`src/rtl/sep_pkg.sv`:
```
package sep_pkg;

  // array geometry: one location holds two 22-bit protected half words
  localparam int MEM_AW = 10;
  localparam int MEM_DEPTH = 1024;
  localparam int DATA_W = 16;
  localparam int CHK_W = 6;
  localparam int WORD_W = 22;
  localparam int PTR_W = MEM_AW + 1;

  // one mask per check bit, index 0 in the low slot
  localparam logic [5:0][15:0] ECC_MASKS = {16'h993c, 16'h3e8a, 16'hee60, 16'he1d1, 16'h13c7, 16'h443f};
  localparam logic [5:0] ZERO_CHECK = 6'h3f;

  // register byte offsets
  localparam logic [4:0] OFS_CTRL = 5'h00;
  localparam logic [4:0] OFS_STATUS = 5'h04;
  localparam logic [4:0] OFS_PTR = 5'h08;
  localparam logic [4:0] OFS_DEBUG_RAW_WORD = 5'h0c;
  localparam logic [4:0] OFS_DCHK = 5'h10;
  localparam logic [4:0] OFS_DCMD = 5'h14;

  // field positions
  localparam int BIT_IRQ_EN = 0;
  localparam int BIT_FLAG = 0;
  localparam int BIT_READY = 1;
  localparam int BIT_RRD = 7;
  localparam int BIT_DW = 1;
  localparam int BIT_DR = 0;

  // reset values
  localparam logic RST_IRQ_EN = 1'b0;
  localparam logic RST_RRD = 1'b0;
  localparam logic [PTR_W-1:0] RST_PTR = 11'h000;
  localparam logic [DATA_W-1:0] RST_DEBUG_RAW_WORD = 16'h0000;
  localparam logic [CHK_W-1:0] RST_DCHK = 6'h00;

  typedef enum logic [2:0] {ST_INIT, ST_IDLE, ST_READ, ST_RMW, ST_REPAIR, ST_DBG_RD} sep_state_t;

  typedef struct packed {
    logic valid;
    logic write;
    logic [MEM_AW-1:0] addr;
    logic [3:0] be;
    logic [31:0] wdata;
  } sep_sys_req_t;

  typedef struct packed {
    logic done;
    logic err;
    logic [31:0] rdata;
  } sep_sys_rsp_t;

  typedef struct packed {
    logic [MEM_AW-1:0] addr;
    logic [1:0] we;
    logic [2*WORD_W-1:0] wdata;
  } sep_mem_req_t;

  typedef struct packed {
    logic [WORD_W-1:0] word;
    logic single;
    logic dbl;
  } sep_dec_t;

endpackage

```
`src/rtl/sep_ecc_top.sv`:
```
// Notes on behaviour
// - 1-4 byte writes, check per half word
// - aligned 2/4 byte write in one cycle
// - other writes read, merge, then write back
// - merge read single error: correct, write, flag
// - merge read double error in a touched half: drop write, report
// - reads checked, clean data in two cycles
// - read single error corrected, repaired unless disabled
// - repair delays next read one cycle
// - read single error always sets flag
// - read double error marked invalid, double half kept
// - interrupt only when flag and enable set
// - double errors in reads and in touched merge halves go out, no interrupt
// - power-up zero fill, ready set afterwards
// - check bits 0-2 from first three masks
// - check bits 3-5 from last three masks
// - debug accesses have lowest priority
// - debug request waits for zero fill end
// - repair disabled: correct data, flag, no write
// - debug command set ignored while one pending
// - debug write stores raw half word, clears bit
// - debug read loads raw word, clears bit
// - both command bits set: only debug write
// - flag cleared only by writing one
// - command register writable in special mode only
// - command bits cleared by hardware only
`timescale 1ns/1ps
module sep_ecc_top (
  input wire logic i_clk,
  input wire logic i_rst,
  input wire sep_pkg::sep_sys_req_t i_sys_req,
  output sep_pkg::sep_sys_rsp_t o_sys_rsp,
  output sep_pkg::sep_mem_req_t o_mem_req,
  input wire logic [2*sep_pkg::WORD_W-1:0] i_mem_rdata,
  input wire logic i_special_mode,
  input wire logic [4:0] i_avs_address,
  input wire logic i_avs_read,
  input wire logic i_avs_write,
  input wire logic [31:0] i_avs_writedata,
  input wire logic [3:0] i_avs_byteenable,
  output logic [31:0] o_avs_readdata,
  output logic o_avs_waitrequest,
  output logic o_irq,
  output logic o_double_err,
  output logic o_ready
);
  import sep_pkg::*;

  function automatic logic [CHK_W-1:0] ecc_gen(input logic [DATA_W-1:0] d);
    logic [CHK_W-1:0] c;
    c = '0;
    for (int j = 0; j < CHK_W; j++) begin
      c[j] = ~(^(d & ECC_MASKS[j]));
    end
    return c;
  endfunction

  // syndrome equal to one column flips that bit; any other nonzero syndrome is double
  function automatic sep_dec_t ecc_fix(input logic [WORD_W-1:0] w);
    sep_dec_t r;
    logic [CHK_W-1:0] syn;
    logic [CHK_W-1:0] col;
    r.word = w;
    r.single = 1'b0;
    r.dbl = 1'b0;
    syn = w[WORD_W-1:DATA_W] ^ ecc_gen(w[DATA_W-1:0]);
    if (syn != '0) begin
      r.dbl = 1'b1;
      for (int i = 0; i < DATA_W; i++) begin
        for (int j = 0; j < CHK_W; j++) begin
          col[j] = ECC_MASKS[j][i];
        end
        if (syn == col) begin
          r.word[i] = ~w[i];
          r.single = 1'b1;
          r.dbl = 1'b0;
        end
      end
      for (int j = 0; j < CHK_W; j++) begin
        if (syn == (6'h01 << j)) begin
          r.word[DATA_W+j] = ~w[DATA_W+j];
          r.single = 1'b1;
          r.dbl = 1'b0;
        end
      end
    end
    return r;
  endfunction

  function automatic logic [WORD_W-1:0] protect(input logic [DATA_W-1:0] d);
    return {ecc_gen(d), d};
  endfunction

  function automatic logic [31:0] be_merge(input logic [31:0] old, input logic [31:0] nw, input logic [3:0] be);
    logic [31:0] r;
    r = old;
    for (int b = 0; b < 4; b++) begin
      if (be[b]) begin
        r[8*b +: 8] = nw[8*b +: 8];
      end
    end
    return r;
  endfunction

  sep_state_t state_q, state_d;
  sep_mem_req_t mem_q, mem_d;
  sep_sys_rsp_t rsp_q, rsp_d;
  logic [MEM_AW-1:0] cnt_q, cnt_d;
  logic rdy_q, rdy_d;
  logic dbl_q, dbl_d;
  logic irq_q;
  logic irq_en_q, flag_q, rrd_q, dw_q, dr_q;
  logic [PTR_W-1:0] ptr_q;
  logic [DATA_W-1:0] debug_raw_word_q;
  logic [CHK_W-1:0] dchk_q;
  logic [31:0] avs_rdata_q;
  logic avs_wait_q;
  logic sbe_set, dw_clr, dr_clr, dbg_load;

  // decode of the location currently addressed
  sep_dec_t dec_lo, dec_hi;
  assign dec_lo = ecc_fix(i_mem_rdata[WORD_W-1:0]);
  assign dec_hi = ecc_fix(i_mem_rdata[2*WORD_W-1:WORD_W]);

  wire logic [31:0] fixed_data = {dec_hi.word[DATA_W-1:0], dec_lo.word[DATA_W-1:0]};
  wire logic [1:0] sgl = {dec_hi.single, dec_lo.single};
  wire logic [1:0] dbl = {dec_hi.dbl, dec_lo.dbl};
  wire logic [1:0] touched = {|i_sys_req.be[3:2], |i_sys_req.be[1:0]};
  wire logic aligned = (i_sys_req.be == 4'hf) || (i_sys_req.be == 4'h3) || (i_sys_req.be == 4'hc);
  wire logic [31:0] merged = be_merge(fixed_data, i_sys_req.wdata, i_sys_req.be);
  // only halves with a lone error are written back; a double half stays as stored
  wire logic [1:0] repair_we = sgl & ~dbl & {2{~rrd_q}};
  // a double error in any touched half drops the whole merge write
  wire logic rmw_block = |(dbl & touched);
  // pointer bit 0 picks the half word of the location
  wire logic [1:0] dbg_we = ptr_q[0] ? 2'b10 : 2'b01;
  wire logic [DATA_W-1:0] dbg_raw_data = ptr_q[0] ? i_mem_rdata[WORD_W+DATA_W-1:WORD_W] : i_mem_rdata[DATA_W-1:0];
  wire logic [CHK_W-1:0] dbg_raw_chk = ptr_q[0] ? i_mem_rdata[2*WORD_W-1:WORD_W+DATA_W] :
                                       i_mem_rdata[WORD_W-1:DATA_W];

  always_comb begin
    state_d = state_q;
    mem_d = '0;
    mem_d.addr = mem_q.addr;
    rsp_d = '0;
    rsp_d.rdata = rsp_q.rdata;
    cnt_d = cnt_q;
    rdy_d = rdy_q;
    dbl_d = 1'b0;
    sbe_set = 1'b0;
    dw_clr = 1'b0;
    dr_clr = 1'b0;
    dbg_load = 1'b0;
    case (state_q)
      ST_INIT: begin
        mem_d.addr = cnt_q;
        mem_d.we = 2'b11;
        mem_d.wdata = {ZERO_CHECK, 16'h0000, ZERO_CHECK, 16'h0000};
        cnt_d = cnt_q + 1'b1;
        if (cnt_q == MEM_AW'(MEM_DEPTH - 1)) begin
          state_d = ST_IDLE;
          rdy_d = 1'b1;
        end
      end
      ST_IDLE: begin
        // system requests first, debug only when the bus is quiet
        if (i_sys_req.valid && !rsp_q.done) begin
          mem_d.addr = i_sys_req.addr;
          if (i_sys_req.write && aligned) begin
            mem_d.we = touched;
            mem_d.wdata = {protect(i_sys_req.wdata[31:16]), protect(i_sys_req.wdata[15:0])};
            rsp_d.done = 1'b1;
          end else if (i_sys_req.write) begin
            state_d = ST_RMW;
          end else begin
            state_d = ST_READ;
          end
        end else if (dw_q) begin
          mem_d.addr = ptr_q[PTR_W-1:1];
          mem_d.we = dbg_we;
          mem_d.wdata = {dchk_q, debug_raw_word_q, dchk_q, debug_raw_word_q};
          dw_clr = 1'b1;
        end else if (dr_q) begin
          mem_d.addr = ptr_q[PTR_W-1:1];
          state_d = ST_DBG_RD;
        end
      end
      ST_READ: begin
        rsp_d.done = 1'b1;
        rsp_d.rdata = fixed_data;
        rsp_d.err = |dbl;
        dbl_d = |dbl;
        sbe_set = |sgl;
        mem_d.we = repair_we;
        mem_d.wdata = {dec_hi.word, dec_lo.word};
        state_d = (|repair_we) ? ST_REPAIR : ST_IDLE;
      end
      ST_RMW: begin
        rsp_d.done = 1'b1;
        if (rmw_block) begin
          rsp_d.err = 1'b1;
          dbl_d = 1'b1;
        end else begin
          mem_d.we = touched;
          mem_d.wdata = {protect(merged[31:16]), protect(merged[15:0])};
          sbe_set = |sgl;
        end
        state_d = ST_IDLE;
      end
      ST_REPAIR: begin
        // one extra cycle, so a back-to-back request waits while the repair lands
        if (!rsp_q.done) begin
          state_d = ST_IDLE;
        end
      end
      ST_DBG_RD: begin
        dbg_load = 1'b1;
        dr_clr = 1'b1;
        state_d = ST_IDLE;
      end
      default: begin
        state_d = ST_IDLE;
      end
    endcase
  end

  always_ff @(posedge i_clk) begin
    if (i_rst) begin
      state_q <= ST_INIT;
      mem_q <= '0;
      rsp_q <= '0;
      cnt_q <= '0;
      rdy_q <= 1'b0;
      dbl_q <= 1'b0;
    end else begin
      state_q <= state_d;
      mem_q <= mem_d;
      rsp_q <= rsp_d;
      cnt_q <= cnt_d;
      rdy_q <= rdy_d;
      dbl_q <= dbl_d;
    end
  end

  // avalon slave: one wait cycle, then accept
  wire logic wr_acc = i_avs_write && !avs_wait_q;
  wire logic [31:0] wd = i_avs_writedata;
  wire logic [3:0] be = i_avs_byteenable;
  // register select, shared by the read and write decode
  wire logic sel_ctrl = (i_avs_address == OFS_CTRL);
  wire logic sel_status = (i_avs_address == OFS_STATUS);
  wire logic sel_ptr = (i_avs_address == OFS_PTR);
  wire logic sel_debug_raw_word = (i_avs_address == OFS_DEBUG_RAW_WORD);
  wire logic sel_dchk = (i_avs_address == OFS_DCHK);
  wire logic sel_cmd = (i_avs_address == OFS_DCMD);
  wire logic wr_ctrl = wr_acc && sel_ctrl;
  wire logic wr_status = wr_acc && sel_status;
  wire logic wr_ptr = wr_acc && sel_ptr;
  wire logic wr_debug_raw_word = wr_acc && sel_debug_raw_word;
  wire logic wr_dchk = wr_acc && sel_dchk;
  wire logic wr_cmd = wr_acc && sel_cmd && i_special_mode && be[0];
  wire logic dbg_busy = dw_q || dr_q;
  wire logic dw_set = wr_cmd && !dbg_busy && wd[BIT_DW];
  wire logic dr_set = wr_cmd && !dbg_busy && wd[BIT_DR] && !wd[BIT_DW];
  wire logic flag_clr = wr_status && be[0] && wd[BIT_FLAG];
  wire logic [31:0] ptr_new = be_merge({20'h0, ptr_q, 1'b0}, wd, be);
  wire logic [31:0] debug_raw_word_new = be_merge({16'h0, debug_raw_word_q}, wd, be);

  // unmapped offsets read as zero
  wire logic [31:0] rd_val =
    sel_ctrl ? {31'h0, irq_en_q} :
    sel_status ? {30'h0, rdy_q, flag_q} :
    sel_ptr ? {20'h0, ptr_q, 1'b0} :
    sel_debug_raw_word ? {16'h0, debug_raw_word_q} :
    sel_dchk ? {26'h0, dchk_q} :
    sel_cmd ? {24'h0, rrd_q, 5'h00, dw_q, dr_q} : 32'h0;

  // read data captured in the wait cycle, standing when wait drops
  always_ff @(posedge i_clk) begin
    if (i_rst) begin
      avs_wait_q <= 1'b1;
      avs_rdata_q <= '0;
    end else begin
      avs_wait_q <= !((i_avs_read || i_avs_write) && avs_wait_q);
      if (i_avs_read && avs_wait_q) begin
        avs_rdata_q <= rd_val;
      end
    end
  end

  always_ff @(posedge i_clk) begin
    if (i_rst) begin
      irq_en_q <= RST_IRQ_EN;
      flag_q <= 1'b0;
      rrd_q <= RST_RRD;
      dw_q <= 1'b0;
      dr_q <= 1'b0;
      irq_q <= 1'b0;
    end else begin
      if (wr_ctrl && be[0]) begin
        irq_en_q <= wd[BIT_IRQ_EN];
      end
      if (wr_cmd) begin
        rrd_q <= wd[BIT_RRD];
      end
      // a hardware set beats a same-cycle software clear
      flag_q <= sbe_set || (flag_q && !flag_clr);
      dw_q <= dw_set || (dw_q && !dw_clr);
      dr_q <= dr_set || (dr_q && !dr_clr);
      irq_q <= flag_q && irq_en_q;
    end
  end

  always_ff @(posedge i_clk) begin
    if (i_rst) begin
      ptr_q <= RST_PTR;
      debug_raw_word_q <= RST_DEBUG_RAW_WORD;
      dchk_q <= RST_DCHK;
    end else begin
      if (wr_ptr) begin
        ptr_q <= ptr_new[PTR_W:1];
      end
      // a debug read load beats a software write to the debug registers
      if (dbg_load) begin
        debug_raw_word_q <= dbg_raw_data;
        dchk_q <= dbg_raw_chk;
      end else begin
        if (wr_debug_raw_word) begin
          debug_raw_word_q <= debug_raw_word_new[DATA_W-1:0];
        end
        if (wr_dchk && be[0]) begin
          dchk_q <= wd[CHK_W-1:0];
        end
      end
    end
  end

  assign o_sys_rsp = rsp_q;
  assign o_mem_req = mem_q;
  assign o_avs_readdata = avs_rdata_q;
  assign o_avs_waitrequest = avs_wait_q;
  assign o_irq = irq_q;
  assign o_double_err = dbl_q;
  assign o_ready = rdy_q;

endmodule

```
`config.mk`:
```
export PLATFORM = sky130hd
export DESIGN_NAME = sep_ecc_top
export DESIGN_NICKNAME = d
export VERILOG_FILES = /design/src/rtl/sep_pkg.sv /design/src/rtl/sep_ecc_top.sv
export SDC_FILE = /design/constraint.sdc
export NUM_CORES = 1
export LEC_CHECK = 0
export BUFFER_PORTS_ARGS = -buffer_cell sky130_fd_sc_hd__buf_4
export CAP_MARGIN = 30
export CORE_ASPECT_RATIO = 1.4
export CORE_MARGIN = 3
export CORE_UTILIZATION = 30
export DETAILED_ROUTE_END_ITERATION = 12
export PLACE_DENSITY = 0.56
export SETUP_SLACK_MARGIN = 0.4
export SYNTH_ARGS = -nofsm -noshare
export SYNTH_HDL_FRONTEND = slang
export SYNTH_SLANG_ARGS = --single-unit
```
`constraint.sdc`:
```
create_clock -name i_clk -period 7.6 [get_ports i_clk]
set_input_delay 1.14 -clock i_clk [delete_from_list [all_inputs] [get_ports i_clk]]
set_output_delay 1.14 -clock i_clk [all_outputs]
set_load 0.01 [all_outputs]
```
==> impl_metrics.tcl, run 1 <==
set metrics [dict create \
    status "completed" \
    tns_ns 0 \
    vdd_drop_max_uv 167 \
    path_max_fanout 22 \
    preCtsSetupSlack_ns 2.10 \
    clk_latency_ns 0.46 \
    htree_levels 4 \
    tightest_slew_ns 1.09 \
    fillers 3961 \
    track_usage 0.230 \
    p_leak_nw 5.63 \
    yosys_warnings 0 \
    worstHoldEndpoint "o_sys_rsp[27]" \
    multi_input_area_mm2 0.00788 \
    gp_congestion 0.939 \
    die_area_mm2 0.0410 \
    cellPowerDensity_mw_per_mm2 256 \
    post_cts_buffers 0 \
    numClockSinks 160 \
    drive_above_1_share 0.225 \
    cts_resized 0 \
    ys_async_sr_fraction 0 \
    cpMaxStageDelayCell "a211oi_4" \
    dieWidth_um 172 \
    timing.final.ws_setup_ns 2.46 \
    grt_pass1_vias 10576 \
    path_cells "buf_4 -> xnor3_1 -> xnor2_1 -> xnor2_1 -> nand2_1 -> nor3_1 -> nor2_1 -> nand4_1 -> o21ai_1 -> a211oi_4 -> nand2_1 -> o22ai_1" \
    initial_core_util 0.306 \
    worst_hold_slack_ns 0.457 \
    drc 0 \
    reg2reg_to "o_mem_req[15]" \
    reg2reg_depth 7 \
    place_inst 2023 \
    drt_pre_antenna_iters 6 \
    cts_tree "yes" \
    route.vias.total 11068 \
    cts_buffers 17 \
    ant_nets 0 \
    syn-instance-count 1394 \
    synth.distinct_cells 75 \
    totalWireLength_um 48700 \
    regArea_mm2 0.00320 \
    relSlewSlack 0.268 \
    cts.hold.buffers_added 0 \
    maxSlewViolCount 0 \
    ios 264 \
    final_nets 1710 \
    period_needed_ns 5.14 \
    viasPerCell 5.38 \
    drtIter0Drc 1111 \
    cp-start-kind "input port" \
    cp_data_required_time_ns 7.94 \
    min-delay-start "o_sys_rsp[27]" \
    whs_path_depth 2 \
    finalSetupViolCount 0 \
    wl_per_cell_um 23.7 \
    place_hpwl_um 38500 \
    grt_setup_unrepaired "false" \
    period_share 0.677 \
    synth_area_mm2 0.0116 \
    grt_max_degree 66 \
    globalRouteOverflowTotal 0 \
    cap_violations 0 \
    die_h_um 238 \
    worst_ep_arrival_time_ns 5.48 \
    synth-seq-cells 160 \
    fmax_mhz 194 \
    dpl_cell_area_mm2 0.0136 \
    criticalPathCategory "in2reg" \
    stdcell_count 2056 \
    synth-edff-count 0 \
    hp-class "reg2reg" \
    final_cell_area_mm2 0.0142 \
    rr_startpoint "state_q[2]" \
    cp-end-kind "flop" \
    port_buffers 229 \
    antenna_found_initial 1 \
    ys_seq_area_frac 0.277 \
    rows 84 \
    cts.path.max_buffers 2 \
    synth_ff_type "dfxtp_1" \
    area_delta_synth_final_pct 22.9 \
    cts-root-buf "clkbuf_16" \
    worst_clock_skew_ns 0.0170 \
    path_clk_slew_ns 0.06 \
    rrSetupSlack_ns 4.94 \
    cpPeakStageDelay_ns 0.93 \
    synth_area_per_cell_um2 8.30 \
    grt_pass1_wl_um 69100 \
    coreArea_mm2 0.0378 \
    finalHoldViolCount 0 \
]
[how the worst max path moves through the flow]
stage                     slack (ns)  cells after the start             from       endpoint
after floorplan                 3.64                     11  i_mem_rdata[10]  o_mem_req[20]
after global placement          2.21                     12  i_mem_rdata[36]  o_mem_req[40]
after detailed placement        2.10                     12  i_mem_rdata[36]  o_mem_req[41]
after CTS                       2.57                     12  i_mem_rdata[36]  o_mem_req[41]
after global routing            2.29                     13  i_mem_rdata[36]  o_mem_req[17]
final                           2.46                     12  i_mem_rdata[36]  o_mem_req[41]
[per-stage QoR]
stage	util	total power, W
after floorplan	-	0.00217
after global placement	0.359	0.00275
after detailed placement	0.360	0.00276
after CTS	0.375	0.00364
after global routing	0.376	0.00381
final	0.376	0.00364
[registers in the layout, summed over array words and instances (netlist names), 3 cells and up]
name,flops
o_avs_readdata,16
ptr_q,11
state_q,3
o_mem_req,56
dchk_q,6
debug_raw_word_q,16
cnt_q,10
o_sys_rsp,33
[critical path: cells and delay by family]
family	cells	cell delay (ns)
XOR/XNOR	3	1.35
buffers and inverters	1	0.14
AND/OR/NAND/NOR	5	1.35
AO/OA/AOI/OAI	3	1.49
[Yosys cell counts, drive strengths merged (11+ instances only)]
cell | n | area, um^2
nor2 | 164 | 616
dfxtp | 160 | 3200
nand2 | 149 | 559
xnor2 | 129 | 1380
a21oi | 121 | 609
xor2 | 79 | 752
clkbuf | 74 | 279
mux2i | 65 | 651
o21ai | 64 | 320
nor3 | 45 | 235
a211oi | 42 | 343
a22oi | 34 | 255
buf | 27 | 176
inv | 27 | 101
xnor3 | 22 | 499
nand3 | 21 | 110
o31ai | 15 | 150
a221oi | 14 | 123
a31oi | 13 | 160
mux2 | 12 | 139
nand2b | 11 | 68.8
[placed cells by master, fill, tap and decap left out, drive strengths merged, types with 11 or more instances in the layout]
cell / synthesis / final
buf: 27 / 243
nor2: 164 / 164
dfxtp: 160 / 160
nand2: 149 / 149
xnor2: 129 / 129
a21oi: 121 / 121
xor2: 79 / 79
mux2i: 65 / 65
o21ai: 64 / 64
nor3: 45 / 45
a211oi: 42 / 42
a22oi: 34 / 34
inv: 27 / 30
xnor3: 22 / 22
nand3: 21 / 21
clkbuf: 74 / 20
conb: 1 / 16
o31ai: 15 / 15
a221oi: 14 / 14
a31oi: 13 / 13
mux2: 12 / 12
nand2b: 11 / 11
[cell families (layout without fill, tap and decap cells)]
group	count (synthesis)	count (layout)	share of synthesized area
AND/OR/NAND/NOR	451	451	0.175
XOR/XNOR	233	233	0.234
flip-flops	160	160	0.277
other	1	17	0.000324
AO/OA/AOI/OAI	343	343	0.196
adder cells (fa/ha/maj)	1	1	0.00108
multiplexers	77	77	0.0683
buffers and inverters	128	301	0.0481
[report_power, final]
group / internal (W) / switching, W
sequential: 0.000933 / 0.0000710
combinational: 0.000680 / 0.00108
clock: 0.000492 / 0.000387
total: 0.00210 / 0.00154
[final cells by class]
| class | instances | share of cell area |
|---|---|---|
| Antenna cell | 1 | 0.000176 |
| Clock buffer | 19 | 0.0312 |
| Clock inverter | 11 | 0.00925 |
| Inverter | 27 | 0.00713 |
| Multi-Input combinational cell | 1121 | 0.555 |
| Sequential cell | 160 | 0.225 |
| Tap cell | 473 | 0.0416 |
| Timing Repair Buffer | 244 | 0.131 |
[layer usage]
metal / up-vias / routed length (um) / track usage
met1: 5275 / 19400 / 0.283
met4: 0 / 2160 / 0.104
met3: 102 / 2990 / 0.0308
met2: 493 / 24100 / 0.398
li1: 5198 / - / -
met5: - / 0 / 0
No activity file was read; power rests on OpenSTA's default activity.
==> inputs of run 2 (changes only) <==
ABC_AREA = 1   (was default)
clock period = 5.2 ns   (was 7.6 ns; I/O delays follow)
==> run 2 against run 1 <==
  * Non-clock buffer count shrank 4
  * Flip-flop and latch count is the same
  * Critical path depth rose by 7
  * Sequential power is 24% higher
==> impl_metrics.tcl, run 2 <==
set metrics [dict create \
    final_nets 2497 \
    cpPeakStageDelay_ns 0.46 \
    criticalPathCategory "in2reg" \
    synth_area_per_cell_um2 5.86 \
    initial_core_util 0.304 \
    cts.hold.buffers_added 0 \
    grt_max_degree 60 \
    grtUsageMet1 0.277 \
    power_w 0.00360 \
    final_cell_mix "nand2_1 (837), buf_4 (239), nand3_1 (202), inv_1 (173), dfxtp_1 (160)" \
    swShare 0.386 \
    synth_area_mm2 0.0128 \
    grt_setup_unrepaired "false" \
    synth_common_cells "nand2_1 (837), nand3_1 (202), inv_1 (174)" \
    cts_resized 0 \
    hp-class "reg2reg" \
    path_cells "buf_4 -> inv_1 -> nand2_1 -> nand2_1 -> nand2_1 -> nand3_1 -> nand3_1 -> nand2_1 -> nor2_2 -> nand3_1 -> nand2_1 -> nor2_1 -> nand2_1 -> nor2_2 -> nand4_2 -> nand3_2 -> inv_4 -> nand2_1 -> a31oi_1" \
    maxSlewViolCount 0 \
    gp_congestion 0.965 \
    path_max_fanout 46 \
    path_clk_slew_ns 0.07 \
    cp-end-kind "flop" \
    p_leak_nw 7.21 \
    clk_latency_ns 0.46 \
    synth-edff-count 0 \
    fmax_mhz 300 \
    syn-instance-count 2190 \
    globalRouteOverflowTotal 0 \
    period_needed_ns 3.33 \
    synth.top_cell.area_share 0.249 \
    ys_seq_area_frac 0.249 \
    grt_pass1_wl_um 86800 \
    die_area_mm2 0.0454 \
    power_frac_comb 0.317 \
    use_met2 0.467 \
    ys_async_sr_fraction 0 \
    grt_pass1_vias 14101 \
    cts_tree "yes" \
    wl_per_cell_um 20.4 \
    cap_violations 0 \
    yosys_warnings 0 \
    cts-root-buf "clkbuf_16" \
    dieWidth_um 181 \
    ios 264 \
    drt_pre_antenna_iters 6 \
    pwr-share-seq 0.345 \
    ant_nets 0 \
    worst_hold_slack_ns 0.453 \
    vdd_drop_max_uv 216 \
    p_int_w 0.00221 \
    period_share 0.641 \
    met3_usage 0.0343 \
    layout_commonest_cell "nand2_1" \
    drtIter0Drc 1188 \
    worst_clock_skew_ns 0.0101 \
    cts_buffers 17 \
    totalWireLength_um 59600 \
    synth.distinct_cells 52 \
    cp-start-kind "input port" \
    cellPowerDensity_mw_per_mm2 234 \
    viasPerCell 5.08 \
    net-switching-power_w 0.00139 \
    place_hpwl_um 48800 \
    coreArea_mm2 0.0422 \
    cts.path.max_buffers 2 \
    rows 89 \
    tns_ns 0 \
    yosys.area.top_type "dfxtp_1" \
    cpMaxStageDelayCell "nor2_2" \
    die_h_um 251 \
    clock_power_share 0.339 \
    route.vias.total 14816 \
    busiest_layer "met2" \
    htree_levels 4 \
    cp_data_required_time_ns 5.54 \
    track_usage 0.254 \
    tightest_slew_ns 1.16 \
    ys_top_cells_by_area "dfxtp_1 (25%), nand2_1 (24%), nand3_1 (7.9%)" \
    synth-seq-cells 160 \
    drive_above_1_share 0.173 \
    relSlewSlack 0.218 \
    port_buffers 229 \
    numClockSinks 160 \
    worst_ep_arrival_time_ns 3.67 \
    synth_ff_type "dfxtp_1" \
    post_cts_buffers 0 \
    finalSetupViolCount 0 \
    critPathBufInv 3 \
    crit_top_cell "nand2_1" \
    drc 0 \
    finalHoldViolCount 0 \
    status "completed" \
    yosysMostFrequentCell "nand2_1" \
    area_delta_synth_final_pct 19.9 \
    rrSetupSlack_ns 1.95 \
    antenna_found_initial 1 \
    path_delay_family "simple AND/OR/NAND/NOR gates" \
    largest_register_ffs 56 \
]
==> run 2: metal layers <==
| metal | up-vias | routed length [um] |
|---|---|---|
| li1 | 7373 | - |
| met1 | 6783 | 22500 |
| met2 | 528 | 30300 |
| met3 | 132 | 2820 |
| met4 | 0 | 3890 |
| met5 | - | 0 |
==> run 2: worst reg2reg max path: cells and delay by family (launching register included) <==
family / cells / cell delay, ns
flops: 1 / 0.36
compound gates: 3 / 0.52
buf+inv: 4 / 1.04
simple gates: 3 / 1.23
==> run 2: power by group through the flow <==
stage | sequential [W] | combinational (W) | clock, W
detailed placement | 0.00127 | 0.00113 | 0
floorplan | 0.00127 | 0.000784 | 0
finish | 0.00124 | 0.00114 | 0.00122
global route | 0.00124 | 0.00126 | 0.00129
CTS | 0.00124 | 0.00113 | 0.00125
global placement | 0.00127 | 0.00112 | 0
==> run 2: final cells by class <==
type | count | area [um^2]
fill | 4673 | 26800
multi-input combinational | 1715 | 8310
sequential | 160 | 3200
timing repair buffer | 240 | 1810
inverter | 224 | 843
tap | 546 | 683
clock buffer | 17 | 425
clock inverter | 15 | 124
antenna | 1 | 2.50
==> run 2: final timing paths <==
| path | from | end | cells past startpoint |
|---|---|---|---|
| setup / recovery | i_mem_rdata[32] | o_mem_req[10] | 19 |
| hold / removal | irq_en_q | o_irq | 2 |
| setup reg to reg | state_q[0] | o_mem_req[44] | 10 |
| hold reg to reg | irq_en_q | o_irq | 2 |
==> run 2: kinds of logic (layout without fill, tap and decap cells) <==
| kind of cell | after synthesis | in the layout | synth area share |
|---|---|---|---|
| AND/OR/NAND/NOR | 1246 | 1246 | 0.420 |
| AO/OA/AOI/OAI | 354 | 354 | 0.154 |
| buffers and inverters | 330 | 496 | 0.108 |
| flip-flops | 160 | 160 | 0.249 |
| XOR/XNOR | 98 | 98 | 0.0674 |
| adder cells (fa/ha/maj) | 1 | 1 | 0.000974 |
| other | 1 | 17 | 0.000292 |
==> run 2: metrics by stage <==
step	utilization	worst slack (ns)	cells	area, um^2
6_report	0.365	1.87	2918	15400
3_5_place_dp	0.352	1.43	2885	14800
3_3_place_gp	0.352	1.46	2884	14800
5_1_grt	0.365	1.58	2917	15400
2_1_floorplan	-	2.39	2205	12900
4_1_cts	0.365	1.92	2917	15400
